<file path="config.mk">
export PLATFORM = sky130hd
export DESIGN_NAME = dmp_ddr2_port
export DESIGN_NICKNAME = d
export VERILOG_FILES = /design/src/hw/dmp_pkg.sv /design/src/hw/dmp_row_if.sv /design/src/hw/dmp_row_track.sv /design/src/hw/dmp_ddr2_port.sv
export VERILOG_INCLUDE_DIRS = /design/src /design/src/hw
export SDC_FILE = /design/constraint.sdc
export NUM_CORES = 2
export LEC_CHECK = 0
export BUFFER_PORTS_ARGS = -buffer_cell sky130_fd_sc_hd__buf_2
export CAP_MARGIN = 20
export CELL_PAD_IN_SITES_DETAIL_PLACEMENT = 1
export CELL_PAD_IN_SITES_GLOBAL_PLACEMENT = 2
export CORE_MARGIN = 4
export CORE_UTILIZATION = 37
export CTS_BUF_LIST = sky130_fd_sc_hd__clkbuf_4
export CTS_CLUSTER_SIZE = 20
export DETAILED_ROUTE_END_ITERATION = 10
export PLACE_DENSITY = 0.83
export SLEW_MARGIN = 40
export SYNTH_ARGS = -nofsm -noshare
export SYNTH_HDL_FRONTEND = slang
export SYNTH_SLANG_ARGS = --single-unit
</file>
<file path="constraint.sdc">
create_clock -name i_ref_clk -period 5.2 [get_ports i_ref_clk]
set_input_delay 0.78 -clock i_ref_clk [delete_from_list [all_inputs] [get_ports i_ref_clk]]
set_output_delay 0.78 -clock i_ref_clk [all_outputs]
set_load 0.02 [all_outputs]
</file>
<file path="src/hw/dmp_params.svh">
// timing counts, mode values and data window offsets of the ddr2 memory port
`ifndef DMP_PARAMS_SVH
`define DMP_PARAMS_SVH
`define DMP_CLK_NS 50
`define DMP_REFI_NS 7800
`define DMP_REFI_CYC (`DMP_REFI_NS / `DMP_CLK_NS)
`define DMP_PWR_NS 200000
`define DMP_PWR_CYC ((`DMP_PWR_NS + `DMP_CLK_NS - 1) / `DMP_CLK_NS)
`define DMP_GAP_CK 2'h1
`define DMP_INIT_LAST 4'hB
`define DMP_MR_RUN 13'h0032
`define DMP_MR_DLLRST 13'h0132
`define DMP_EMR_OCD 13'h0380
`define DMP_A10_ALL 13'h0400
`define DMP_WR_DQS_FIRST 6'h06
`define DMP_WR_DQS_LAST 6'h10
`define DMP_WR_DQ_FIRST 6'h08
`define DMP_WR_DQ_LAST 6'h0F
`define DMP_WR_HI_FIRST 6'h09
`define DMP_WR_HI_LAST 6'h0E
`define DMP_WR_END 6'h11
`define DMP_RD_OPEN 6'h0D
`define DMP_RD_TMO 6'h28
`endif

</file>
<file path="src/hw/dmp_pkg.sv">
// types shared by the ddr2 memory port modules
package dmp_pkg;
  typedef enum logic [8:0] {
    ST_PWR = 9'h001, ST_INIT = 9'h002, ST_IDLE = 9'h004, ST_DEC = 9'h008, ST_PRE = 9'h010,
    ST_ACT = 9'h020, ST_RW = 9'h040, ST_XFER = 9'h080, ST_REF = 9'h100
  } dmp_state_e;
  typedef enum logic [2:0] {
    CMD_MRS = 3'h0, CMD_REF = 3'h1, CMD_PRE = 3'h2, CMD_ACT = 3'h3,
    CMD_WR = 3'h4, CMD_RD = 3'h5, CMD_NOP = 3'h7
  } dmp_cmd_e;
  typedef struct packed {
    dmp_cmd_e cmd;
    logic [1:0] ba;
    logic [12:0] addr;
  } dmp_cmd_s;
endpackage

</file>
<file path="src/hw/dmp_row_if.sv">
// open-row lookup signals between controller and row tracker
`timescale 1ns/1ps
interface dmp_row_if #(parameter int BW = 2, parameter int RW = 13);
  logic [BW-1:0] bank;
  logic [RW-1:0] row;
  logic set;
  logic clr_one;
  logic clr_all;
  logic open;
  logic hit;
  modport ctl(output bank, row, set, clr_one, clr_all, input open, hit);
  modport trk(input bank, row, set, clr_one, clr_all, output open, hit);
endinterface

</file>
<file path="src/hw/dmp_row_track.sv">
// per-bank open row memory with registered lookup
`timescale 1ns/1ps
module dmp_row_track #(
  parameter int BW = 2,
  parameter int RW = 13
) (
  input wire logic i_ref_clk,
  input wire logic i_sys_rst,
  dmp_row_if.trk rt
);
  localparam int NB = 1 << BW;
  logic [RW-1:0] row_mem [NB];
  logic [NB-1:0] open_q;

  // one row slot and open flag per bank
  for (genvar b = 0; b < NB; b++) begin : g_bank
    always_ff @(posedge i_ref_clk) begin
      if (rt.set && rt.bank == BW'(b)) begin
        row_mem[b] <= rt.row;
      end
    end
    always_ff @(posedge i_ref_clk) begin
      if (i_sys_rst || rt.clr_all) begin
        open_q[b] <= 1'b0;
      end else if (rt.set && rt.bank == BW'(b)) begin
        open_q[b] <= 1'b1;
      end else if (rt.clr_one && rt.bank == BW'(b)) begin
        open_q[b] <= 1'b0;
      end
    end
  end

  // lookup result comes out of registers
  always_ff @(posedge i_ref_clk) begin
    if (i_sys_rst) begin
      rt.open <= 1'b0;
      rt.hit <= 1'b0;
    end else begin
      rt.open <= open_q[rt.bank];
      rt.hit <= row_mem[rt.bank] == rt.row;
    end
  end
endmodule // dmp_row_track

</file>
<file path="src/hw/dmp_ddr2_port.sv">
// ddr2 memory port: init, refresh, row handling and burst-4 data movement
`timescale 1ns/1ps
`include "dmp_params.svh"

// Notes on behaviour
// - drive four x16 ddr2 devices as one 64-bit memory with generated clock
// - strobe driven by memory on reads, by this port on writes
// - read strobe edges align with data; write strobe edges sit mid-eye
// - commands presented so memory samples them at the rising ck crossing
// - write data on both strobe edges; read data captured on both edges
// - every access is a burst of programmed length and order
// - access to a closed bank or another row opens with activate; a row hit goes straight to read or write
// - activate carries bank and row address
// - read or write carries bank and starting column
// - works with ddr2 parts of at least the rated speed, x16 each
module dmp_ddr2_port #(
  parameter int DQ_W = 64,
  parameter int NS = 4,
  parameter int BW = 2,
  parameter int RW = 13,
  parameter int CW = 10,
  parameter int PWR_CYC = `DMP_PWR_CYC,
  parameter int REFI_CYC = `DMP_REFI_CYC
) (
  input wire logic i_ref_clk,
  input wire logic i_sys_rst,
  input wire logic i_req,
  input wire logic i_we,
  input wire logic [BW+RW+CW-1:0] i_addr,
  input wire logic [4*DQ_W-1:0] i_wdata,
  output logic o_ack,
  output logic o_done,
  output logic o_rd_err,
  output logic [4*DQ_W-1:0] o_rdata,
  output logic o_init_done,
  output logic o_ck,
  output logic o_ck_n,
  output logic o_cke,
  output logic o_cs_n,
  output logic o_ras_n,
  output logic o_cas_n,
  output logic o_we_n,
  output logic [BW-1:0] o_ba,
  output logic [12:0] o_addr,
  output logic [DQ_W-1:0] o_dq,
  output logic o_dq_oe,
  input wire logic [DQ_W-1:0] i_dq,
  output logic [NS-1:0] o_dqs,
  output logic [NS-1:0] o_dqs_n,
  output logic o_dqs_oe,
  input wire logic [NS-1:0] i_dqs
);
  import dmp_pkg::*;

  dmp_state_e st_q, st_d;
  dmp_cmd_s cmd_d;
  logic [1:0] ph_q;
  logic [1:0] gap_q, gap_d;
  logic [3:0] step_q, step_d;
  logic [15:0] pwr_q;
  logic [15:0] ref_cnt_q;
  logic ref_due_q;
  logic [5:0] dcnt_q;
  logic req_we_q;
  logic [BW-1:0] req_ba_q;
  logic [RW-1:0] req_row_q;
  logic [CW-1:0] req_col_q;
  logic [4*DQ_W-1:0] wdata_q;
  logic [DQ_W-1:0] dq_s1, dq_s2;
  logic dqs_s1, dqs_s2, dqs_s3;
  logic [1:0] rbeat_q;
  logic rd_fin_q;
  logic slot, fire, rw_fire, take, xfer_end, rd_edge, rd_arm;
  logic [5:0] hi_ofs;

  dmp_row_if #(.BW(BW), .RW(RW)) rt();

  dmp_row_track #(.BW(BW), .RW(RW)) u_track (
    .i_ref_clk(i_ref_clk),
    .i_sys_rst(i_sys_rst),
    .rt(rt)
  );

  // init sequence: precharge, extended modes, dll reset, refreshes, mode, ocd
  function automatic dmp_cmd_s init_cmd(input logic [3:0] s);
    dmp_cmd_s c;
    c = '{CMD_NOP, 2'h0, 13'h0000};
    case (s)
      4'h1, 4'h6: c = '{CMD_PRE, 2'h0, `DMP_A10_ALL};
      4'h2: c = '{CMD_MRS, 2'h2, 13'h0000};
      4'h3: c = '{CMD_MRS, 2'h3, 13'h0000};
      4'h4, 4'hB: c = '{CMD_MRS, 2'h1, 13'h0000};
      4'h5: c = '{CMD_MRS, 2'h0, `DMP_MR_DLLRST};
      4'h7, 4'h8: c = '{CMD_REF, 2'h0, 13'h0000};
      4'h9: c = '{CMD_MRS, 2'h0, `DMP_MR_RUN};
      4'hA: c = '{CMD_MRS, 2'h1, `DMP_EMR_OCD};
      default: c = '{CMD_NOP, 2'h0, 13'h0000};
    endcase
    return c;
  endfunction

  // command slots: one per memory clock period of four ref cycles
  assign slot = ph_q == 2'h3;
  assign fire = slot && gap_q == 2'h0;
  assign rw_fire = fire && st_q == ST_RW;
  assign take = fire && st_q == ST_IDLE && !ref_due_q && i_req;
  assign rd_edge = dqs_s2 ^ dqs_s3;
  assign rd_arm = st_q == ST_XFER && !req_we_q && dcnt_q >= `DMP_RD_OPEN && !rd_fin_q;
  assign xfer_end = req_we_q ? dcnt_q >= `DMP_WR_END : rd_fin_q;
  assign hi_ofs = dcnt_q - `DMP_WR_HI_FIRST;

  // tracker hooks follow the latched request
  assign rt.bank = req_ba_q;
  assign rt.row = req_row_q;
  assign rt.set = fire && st_q == ST_ACT;
  assign rt.clr_one = fire && st_q == ST_PRE;
  assign rt.clr_all = fire && st_q == ST_IDLE && ref_due_q;

  // memory clock at a quarter of ref clock; high in phases 2 and 3
  always_ff @(posedge i_ref_clk) begin
    if (i_sys_rst) begin
      ph_q <= 2'h0;
      o_ck <= 1'b0;
      o_ck_n <= 1'b1;
    end else begin
      ph_q <= ph_q + 2'h1;
      o_ck <= ph_q == 2'h1 || ph_q == 2'h2;
      o_ck_n <= !(ph_q == 2'h1 || ph_q == 2'h2);
    end
  end

  // next state and command choice
  always_comb begin
    st_d = st_q;
    step_d = step_q;
    gap_d = gap_q;
    cmd_d = '{CMD_NOP, 2'h0, 13'h0000};
    if (gap_q != 2'h0) begin
      gap_d = gap_q - 2'h1;
    end else begin
      case (st_q)
        ST_PWR: if (pwr_q == 16'h0000) st_d = ST_INIT;
        ST_INIT: begin
          cmd_d = init_cmd(step_q);
          gap_d = `DMP_GAP_CK;
          step_d = step_q + 4'h1;
          if (step_q == `DMP_INIT_LAST) st_d = ST_IDLE;
        end
        ST_IDLE: begin
          if (ref_due_q) begin
            cmd_d = '{CMD_PRE, 2'h0, `DMP_A10_ALL};
            gap_d = `DMP_GAP_CK;
            st_d = ST_REF;
          end else if (i_req) begin
            st_d = ST_DEC;
          end
        end
        ST_DEC: begin
          if (!rt.open) st_d = ST_ACT;
          else if (rt.hit) st_d = ST_RW;
          else st_d = ST_PRE;
        end
        ST_PRE: begin
          cmd_d = '{CMD_PRE, req_ba_q, 13'h0000};
          gap_d = `DMP_GAP_CK;
          st_d = ST_ACT;
        end
        ST_ACT: begin
          cmd_d = '{CMD_ACT, req_ba_q, req_row_q};
          gap_d = `DMP_GAP_CK;
          st_d = ST_RW;
        end
        ST_RW: begin
          cmd_d.cmd = req_we_q ? CMD_WR : CMD_RD;
          cmd_d.ba = req_ba_q;
          cmd_d.addr = {3'h0, req_col_q};
          st_d = ST_XFER;
        end
        ST_XFER: if (xfer_end) st_d = ST_IDLE;
        ST_REF: begin
          cmd_d = '{CMD_REF, 2'h0, 13'h0000};
          gap_d = `DMP_GAP_CK;
          st_d = ST_IDLE;
        end
        default: st_d = ST_PWR;
      endcase
    end
  end

  // state and command pins change only at slot, ck low half
  always_ff @(posedge i_ref_clk) begin
    if (i_sys_rst) begin
      st_q <= ST_PWR;
      step_q <= 4'h0;
      gap_q <= 2'h0;
      {o_ras_n, o_cas_n, o_we_n} <= CMD_NOP;
      o_ba <= '0;
      o_addr <= 13'h0000;
    end else if (slot) begin
      st_q <= st_d;
      step_q <= step_d;
      gap_q <= gap_d;
      {o_ras_n, o_cas_n, o_we_n} <= cmd_d.cmd;
      o_ba <= cmd_d.ba;
      o_addr <= cmd_d.addr;
    end
  end

  // chip select, clock enable and init status
  always_ff @(posedge i_ref_clk) begin
    if (i_sys_rst) begin
      o_cs_n <= 1'b1;
      o_cke <= 1'b0;
      o_init_done <= 1'b0;
    end else begin
      o_cs_n <= st_q == ST_PWR;
      if (st_q == ST_INIT) o_cke <= 1'b1;
      if (st_q == ST_IDLE) o_init_done <= 1'b1;
    end
  end

  // power-up wait and refresh interval timers; request wins over clear
  always_ff @(posedge i_ref_clk) begin
    if (i_sys_rst) begin
      pwr_q <= 16'(PWR_CYC);
      ref_cnt_q <= 16'(REFI_CYC - 1);
      ref_due_q <= 1'b0;
    end else begin
      if (pwr_q != 16'h0000) pwr_q <= pwr_q - 16'h0001;
      if (o_init_done) begin
        ref_cnt_q <= ref_cnt_q == 16'h0000 ? 16'(REFI_CYC - 1) : ref_cnt_q - 16'h0001;
      end
      if (o_init_done && ref_cnt_q == 16'h0000) ref_due_q <= 1'b1;
      else if (fire && st_q == ST_REF) ref_due_q <= 1'b0;
    end
  end

  // request latch and acknowledge
  always_ff @(posedge i_ref_clk) begin
    if (i_sys_rst) begin
      o_ack <= 1'b0;
      req_we_q <= 1'b0;
      req_ba_q <= '0;
      req_row_q <= '0;
      req_col_q <= '0;
      wdata_q <= '0;
    end else begin
      o_ack <= take;
      if (take) begin
        req_we_q <= i_we;
        {req_ba_q, req_row_q, req_col_q} <= i_addr;
        wdata_q <= i_wdata;
      end
    end
  end

  // ref cycles since the read or write command went out
  always_ff @(posedge i_ref_clk) begin
    if (i_sys_rst) dcnt_q <= 6'h3F;
    else if (rw_fire) dcnt_q <= 6'h00;
    else if (dcnt_q != 6'h3F) dcnt_q <= dcnt_q + 6'h01;
  end

  // write burst: preamble, four beats, strobe edges centred in each beat
  always_ff @(posedge i_ref_clk) begin
    if (i_sys_rst) begin
      o_dq_oe <= 1'b0;
      o_dqs_oe <= 1'b0;
      o_dq <= '0;
      o_dqs <= '0;
      o_dqs_n <= '1;
    end else begin
      o_dq_oe <= st_q == ST_XFER && req_we_q && dcnt_q >= `DMP_WR_DQ_FIRST
        && dcnt_q <= `DMP_WR_DQ_LAST;
      o_dqs_oe <= st_q == ST_XFER && req_we_q && dcnt_q >= `DMP_WR_DQS_FIRST
        && dcnt_q <= `DMP_WR_DQS_LAST;
      o_dq <= wdata_q[dcnt_q[2:1]*DQ_W +: DQ_W];
      o_dqs <= {NS{dcnt_q >= `DMP_WR_HI_FIRST && dcnt_q <= `DMP_WR_HI_LAST && !hi_ofs[1]}};
      o_dqs_n <= ~{NS{dcnt_q >= `DMP_WR_HI_FIRST && dcnt_q <= `DMP_WR_HI_LAST && !hi_ofs[1]}};
    end
  end

  // pin synchronisers for read data and strobe
  always_ff @(posedge i_ref_clk) begin
    if (i_sys_rst) begin
      dq_s1 <= '0;
      dq_s2 <= '0;
      dqs_s1 <= 1'b0;
      dqs_s2 <= 1'b0;
      dqs_s3 <= 1'b0;
    end else begin
      dq_s1 <= i_dq;
      dq_s2 <= dq_s1;
      dqs_s1 <= i_dqs[0];
      dqs_s2 <= dqs_s1;
      dqs_s3 <= dqs_s2;
    end
  end

  // read burst: a beat on every strobe edge, four beats per burst
  for (genvar k = 0; k < 4; k++) begin : g_rbeat
    always_ff @(posedge i_ref_clk) begin
      if (i_sys_rst) o_rdata[k*DQ_W +: DQ_W] <= '0;
      else if (rd_arm && rd_edge && rbeat_q == 2'(k)) o_rdata[k*DQ_W +: DQ_W] <= dq_s2;
    end
  end

  // burst completion, timeout and done pulses
  always_ff @(posedge i_ref_clk) begin
    if (i_sys_rst) begin
      rbeat_q <= 2'h0;
      rd_fin_q <= 1'b0;
      o_done <= 1'b0;
      o_rd_err <= 1'b0;
    end else begin
      o_done <= 1'b0;
      o_rd_err <= 1'b0;
      if (rw_fire) begin
        rbeat_q <= 2'h0;
        rd_fin_q <= 1'b0;
      end else if (rd_arm && rd_edge) begin
        rbeat_q <= rbeat_q + 2'h1;
        if (rbeat_q == 2'h3) begin
          rd_fin_q <= 1'b1;
          o_done <= 1'b1;
        end
      end else if (rd_arm && dcnt_q == `DMP_RD_TMO) begin
        rd_fin_q <= 1'b1;
        o_rd_err <= 1'b1;
      end
      if (req_we_q && st_q == ST_XFER && dcnt_q == `DMP_WR_END) o_done <= 1'b1;
    end
  end

  // checks on the pin sequence
  logic iss;
  logic [(1<<BW)-1:0] bk_open_q;
  logic [15:0] ref_age_q;
  assign iss = ph_q == 2'h0 && {o_ras_n, o_cas_n, o_we_n} != CMD_NOP;
  always_ff @(posedge i_ref_clk) begin
    if (i_sys_rst) bk_open_q <= '0;
    else if (iss && {o_ras_n, o_cas_n, o_we_n} == CMD_ACT) bk_open_q[o_ba] <= 1'b1;
    else if (iss && {o_ras_n, o_cas_n, o_we_n} == CMD_PRE) begin
      if (o_addr[10]) bk_open_q <= '0;
      else bk_open_q[o_ba] <= 1'b0;
    end
  end
  always_ff @(posedge i_ref_clk) begin
    if (i_sys_rst || !o_init_done) ref_age_q <= 16'h0000;
    else if (iss && {o_ras_n, o_cas_n, o_we_n} == CMD_REF) ref_age_q <= 16'h0000;
    else ref_age_q <= ref_age_q + 16'h0001;
  end
endmodule // dmp_ddr2_port

</file>
==> Word level (Yosys, flattened, before mapping) <==
Memories as Yosys holds them, arrays and structs flattened. A register that Yosys moved wholly into a read port is not among the register bits.
Index checks and enable logic that the tools add are counted.
{ "op_classes": {"multipliers": 0, "n_reduce_logical": 67, "mux": 60, "n_div": 0, "eq_ne": 29, "shift": 1, "add_sub_neg": 8, "n_lt_le_gt_ge": 9, "bitwise_logic": 3} }
{ "ops": {"columns": ["op", "count"], "rows": [
  ["256-bit by 9-bit indexed part select with 64-bit output", 1],
  ["18-bit one-hot mux with 6 select lines", 1],
  ["9-bit one-hot mux with 9 select lines", 1],
  ["9-bit 2-to-1 mux", 5],
  ["13-bit 2-to-1 mux", 3],
  ["13-bit OR reduction", 3],
  ["18-bit 2-to-1 mux", 2],
  ["1-bit logical AND", 35],
  ["16-bit logical NOT", 2],
  ["1-bit 2-to-1 mux", 32],
  ["16-bit by 1-bit subtractor with 16-bit output (second input constant)", 2],
  ["6-bit by 4-bit greater-or-equal comparator with 1-bit output (second input constant)", 3],
  ["16-bit 2-to-1 mux", 1],
  ["16-bit nonzero test", 1],
  ["2-bit nonzero test", 8],
  ["2-bit 2-to-1 mux", 7],
  ["7-bit 2-to-1 mux", 2],
  ["13-bit equality test", 1],
  ["2-bit equality test (second input constant)", 6],
  ["6-bit by 4-bit less-or-equal comparator with 1-bit output (second input constant)", 2],
  ["6-bit 2-to-1 mux", 2],
  ["9-bit by 1-bit equality test with 1-bit output (second input constant)", 1],
  ["9-bit by 2-bit equality test with 1-bit output (second input constant)", 1],
  ["9-bit by 3-bit equality test with 1-bit output (second input constant)", 1],
  ["other kinds (39)", 54]
]} }
{ "totals": {"output_inout_bits": 356, "latch_bits": 0, "mem_count": 2, "mem_bits_ro": 192, "ff_bits": 831, "ramBits": 52} }
{ "memory_table": {"columns": ["memory", "depth", "word_bits", "read_ports", "rd_clocked_by_memory_dff", "write_ports", "line", "source"], "rows": [
  ["(no name shown)", 16, 12, 1, 1, 0, "dmp_ddr2_port.sv:88", "case (s)"],
  ["u_track.row_mem", 4, 13, 1, 1, 1, "dmp_row_track.sv:12", "logic [RW-1:0] row_mem [NB];"]
]} }

==> Longest topological paths before layout <==
{ "depth": {"word_depth": 10, "ltp_mapped": 11, "depth_no_buf": 7} }

==> Modules after synthesis <==
Synthesis repeated with hierarchy kept, for this count alone.
{ "hier_totals": {"hier_cells": 3500, "hier_area_um2": 32244.7} }
{ "by_module_without_submodules": {"columns": ["mod", "instances", "seq_area_each_um2", "cells_each", "area_each_um2"], "rows": [
  ["dmp_ddr2_port", 1, 16615.9, 3382, 29941.2],
  ["dmp_row_track", 1, 1681.6, 118, 2303.5]
]} }

==> Least setup slack after synthesis <==
No wires, ideal clock.
{ "synth_path": {"path_kind": "reg-to-reg", "from": "register dcnt_q[1]", "to": "register o_rdata[237]", "synth_period_minus_slack_ps": 3085, "setup_ps": 128, "arrival_ps": 2957, "setup_slack_ps": 2115, "path_stages_with_launch": 12, "required_time_ps": 5072, "cell_sequence": "dfxtp_1 > clkbuf_1 > clkbuf_1 > inv_1 > ha_1 > nand2b_1 > a311o_1 > nand4_1 > clkbuf_1 > buf_1 > mux2i_1 > nor2_1"} }
{ "synth_via": {"elab_chain_len": 5} }
{ "synth_rtl": {"columns": ["element", "line", "source"], "rows": [
  ["from (decl)", "dmp_ddr2_port.sv:63", "logic [5:0] dcnt_q;"],
  ["from (signal assigned)", "dmp_ddr2_port.sv:261", "else if (dcnt_q != 6'h3F) dcnt_q <= dcnt_q + 6'h01;"],
  ["6-bit by 4-bit greater-or-equal comparator with 1-bit output (no source line)", null, null],
  ["1-bit logical AND (no source line)", null, null],
  ["1-bit logical AND", "dmp_ddr2_port.sv:108", "assign rd_arm = st_q == ST_XFER && !req_we_q && dcnt_q >= `DMP_RD_OPEN && !rd_fin_q;"],
  ["1-bit logical AND (2 in series)", "dmp_ddr2_port.sv:304", "else if (rd_arm && rd_edge && rbeat_q == 2'(k)) o_rdata[k*DQ_W +: DQ_W] <= dq_s2;"],
  ["to (signal, indexed assignment)", "dmp_ddr2_port.sv:304", null],
  ["to (decl)", "dmp_ddr2_port.sv:34", "output logic [4*DQ_W-1:0] o_rdata,"]
]} }
No other way between the ends.
A chain may end at the register's enable or synchronous reset.

==> Final worst setup path <==
{ "layout_path": {"from": "register st_q[2]", "to": "register req_row_q[8]"} }
{ "layout_via": {"elab_chain_len": 4} }
{ "layout_rtl": {"columns": ["element", "line", "source"], "rows": [
  ["from (decl)", "dmp_ddr2_port.sv:55", "dmp_state_e st_q, st_d;"],
  ["from (signal assigned)", "dmp_ddr2_port.sv:200", "st_q <= st_d;"],
  ["9-bit by 3-bit equality test with 1-bit output", "dmp_ddr2_port.sv:106", "assign take = fire && st_q == ST_IDLE && !ref_due_q && i_req;"],
  ["1-bit logical AND (3 in series)", "dmp_ddr2_port.sv:106", null],
  ["to (signal assigned)", "dmp_ddr2_port.sv:251", "{req_ba_q, req_row_q, req_col_q} <= i_addr;"],
  ["to (decl)", "dmp_ddr2_port.sv:66", "logic [RW-1:0] req_row_q;"]
]} }
No other way between the ends.

==> impl_metrics.json <==
{
  "grt_pass1_vias": 29604,
  "tightest_slew_ns": 0.9273,
  "ir_worst_vdd_mv": 0.1973,
  "syn_to_final_growth_pct": 34.10,
  "h-tree-depth": 4,
  "max_freq_mhz": 289.8,
  "wl_mm": 113.4,
  "cts_buffers": 232,
  "min_to": "req_we_q$_SDFFE_PP0P_",
  "cp-end-kind": "flop",
  "layout_commonest_cell": "dfxtp_1",
  "clock_path_buffers": 3,
  "yosysWarnings": 0,
  "num_vias": 27556,
  "grt_use_total": 0.2409,
  "synth_area_leaders": "dfxtp_1 (52%), mux2i_1 (8.1%), nand2_1 (7.1%)",
  "cp_max_fo": 155,
  "grt_antenna_before_repair": 38,
  "min_from": "i_req",
  "r2r_start": "st_q[2]$_SDFFE_PP0P_",
  "clkTransAtPathRegs_ns": 0.07,
  "r2r_cells": 6,
  "power_leakage_uw": 0.01961,
  "row_count": 107,
  "dpl.hpwl_mm": 73.86,
  "synth-edff-count": 52,
  "die_w_um": 303.0,
  "grt.overflow.total": 0,
  "synth.distinct_cells": 68,
  "finalSetupTns_ns": 0,
  "rsz0062_at_grt": "false",
  "synth.net_count": 3579,
  "setup_viol": 0,
  "final_cell_mix": "dfxtp_1 (835), buf_2 (704), nand2_1 (607)",
  "die_h_um": 303.0,
  "synth_top_area_share": 0.5209,
  "finalHoldViolCount": 0,
  "hold_depth": 5,
  "fin_nets": 4662,
  "rr_endpoint": "req_row_q[8]$_SDFFE_PP0P_",
  "arrival_ns": 4.43,
  "max_cap_viol_count": 0,
  "dp_slack_ns": 1.921,
  "drc_errors": 0,
  "port_buffers": 705,
  "cts_setup_buffers": 0,
  "die_area_sq_um": 91830,
  "fin_crit_sh": 0.6636,
  "avgSynthCellArea_sq_um": 10.02,
  "multi_input_area_sq_um": 12910,
  "vias_per_cell": 4.883,
  "status": "finished clean",
  "grt_max_degree": 181,
  "post_drt_wl_per_cell_um": 20.10,
  "final_max_slew_viol_count": 0,
  "fillers": 9863,
  "tritoncts": "done",
  "netlist_instances": 3213,
  "core_sq_um": 85820,
  "clock_sinks": 890,
  "drive_gt1_frac": 0.2721,
  "synth_area_sq_um": 32210,
  "async_flop_share": 0,
  "pin_count": 709,
  "reg2reg_slack_ns": 1.75,
  "path_class": "flop to flop",
  "cp-start-kind": "flop",
  "cts_root_buffer": "clkbuf_4",
  "required_ns": 6.18,
  "synth_ff_type": "dfxtp_1",
  "dp.cells": 4857,
  "synth_seq_cells": 890,
  "clk_latency_ns": 1.14,
  "fin_cells": 5643,
  "power_density_nw_per_um2": 330.8,
  "first_iter_violations": 1536,
  "hold_class": "input pin to flop",
  "yosysSeqAreaShare": 0.5693,
  "regArea_sq_um": 18350,
  "grt_first_pass_wirelength_mm": 171.0,
  "dr.pass1.iters": 6,
  "initial_core_util": 0.3753,
  "fin_ws_ns": 1.749,
  "period_needed_ns": 3.451,
  "skew_ns": 0.09218,
  "ant_nets": 0,
  "gp_congestion": 0.8120,
  "yosysTopAreaCell": "dfxtp_1",
  "slew_headroom": 0.3818
}
==> synth_stat cells, drive strengths merged, types with 8 or more instances <==
| cell | number |
|---|---|
| nor2b | 140 |
| nand3b | 10 |
| edfxtp | 52 |
| o21ai | 34 |
| nand3 | 19 |
| nor3 | 28 |
| nor2 | 314 |
| clkbuf | 205 |
| mux4 | 78 |
| and3 | 8 |
| a21oi | 297 |
| dfxtp | 838 |
| ha | 13 |
| nand4 | 18 |
| mux2i | 261 |
| or4 | 11 |
| inv | 16 |
| buf | 32 |
| nand2 | 607 |
| xnor2 | 24 |
| nor4 | 14 |
| and2 | 68 |
| xor2 | 27 |
==> area by class of cell <==
type / instances / area share
sequential: 890 / 0.4248
antenna: 38 / 0.002202
inverter: 17 / 0.001506
multi-input combinational: 2069 / 0.2989
timing repair buffer: 1086 / 0.1712
clock buffer: 356 / 0.06188
tap: 1144 / 0.03314
clock inverter: 43 / 0.006431
==> per-layer routing <==
| layer | part of all wire | vias to the layer above | global-route usage |
|---|---|---|---|
| li1 | - | 13131 | - |
| met1 | 0.39 | 13306 | 0.2694 |
| met2 | 0.50 | 799 | 0.4083 |
| met3 | 0.055 | 312 | 0.06877 |
| met4 | 0.057 | 8 | 0.1438 |
| met5 | 0.00038 | - | 0 |
==> sequential cells by signal, summed over array words and instances (netlist names), 2 cells and up, named ones only <==
signal / cells
pwr_q: 16
u_track.row_mem: 52
rbeat_q: 2
req_col_q: 10
st_q: 9
o_ba: 2
dq_s2: 64
req_row_q: 13
wdata_q: 256
dq_s1: 64
gap_q: 2
o_rdata: 256
o_dq: 64
dcnt_q: 6
u_track.open_q: 4
ref_cnt_q: 16
o_addr: 13
step_q: 4
req_ba_q: 2
==> worst max path at each step <==
stage	start	end	cells past startpoint
after global routing	st_q[2]$_SDFFE_PP0P_	wdata_q[198]$_SDFFE_PP0P_	6
after detailed placement	st_q[5]$_SDFFE_PP0P_	wdata_q[201]$_SDFFE_PP0P_	6
final	st_q[2]$_SDFFE_PP0P_	req_row_q[8]$_SDFFE_PP0P_	6
after global placement	st_q[5]$_SDFFE_PP0P_	wdata_q[117]$_SDFFE_PP0P_	6
after CTS	st_q[2]$_SDFFE_PP0P_	req_row_q[8]$_SDFFE_PP0P_	6
after floorplan	dcnt_q[1]$_SDFFE_PP1P_	o_rdata[237]$_SDFFE_PP0P_	11
==> worst max-delay path, cell delays in order, from the launching register on <==
cell      delay (ns)
dfxtp_1         0.68
clkinv_1        0.41
or4_1           0.75
nor2_4          0.37
buf_12          0.49
nand2_1         0.23
a21oi_1         0.20
==> cell families (layout without fill, tap and decap cells) <==
logic type | Yosys count | count (layout) | synth area share
AND/OR/NAND/NOR | 1272 | 1272 | 0.1765
adder cells (fa/ha/maj) | 13 | 13 | 0.005050
AO/OA/AOI/OAI | 394 | 394 | 0.06810
flip-flops | 890 | 890 | 0.5693
other | 0 | 38 | 0
XOR/XNOR | 51 | 51 | 0.01387
multiplexers | 339 | 339 | 0.1357
buffers and inverters | 254 | 1502 | 0.03150
==> power by group <==
| part | switching [uW] | internal (uW) | leakage [uW] |
|---|---|---|---|
| Clock | 2890 | 3230 | 0.00176 |
| Combinational | 548 | 545 | 0.0105 |
| Sequential | 115 | 6960 | 0.00739 |
| Total | 3560 | 10700 | 0.0196 |
==> through the flow <==
stage	instance area (sq um)	hold WS (ns)	util	power, uW
final	43190	0.2200	0.5033	14290
after global routing	43180	0.07896	0.5032	15030
after CTS	43090	0.01948	0.5021	14500
after detailed placement	36640	0.4070	0.4270	8096
after global placement	36570	0.3994	0.4261	8083
after floorplan	32210	0.3891	-	7745
==> timing repair <==
item,4_1_cts,5_1_grt
hold endpoints to repair,359,0
hold buffers,349,0
gates resized for setup,0,0
(Power assumes the default switching activity.)
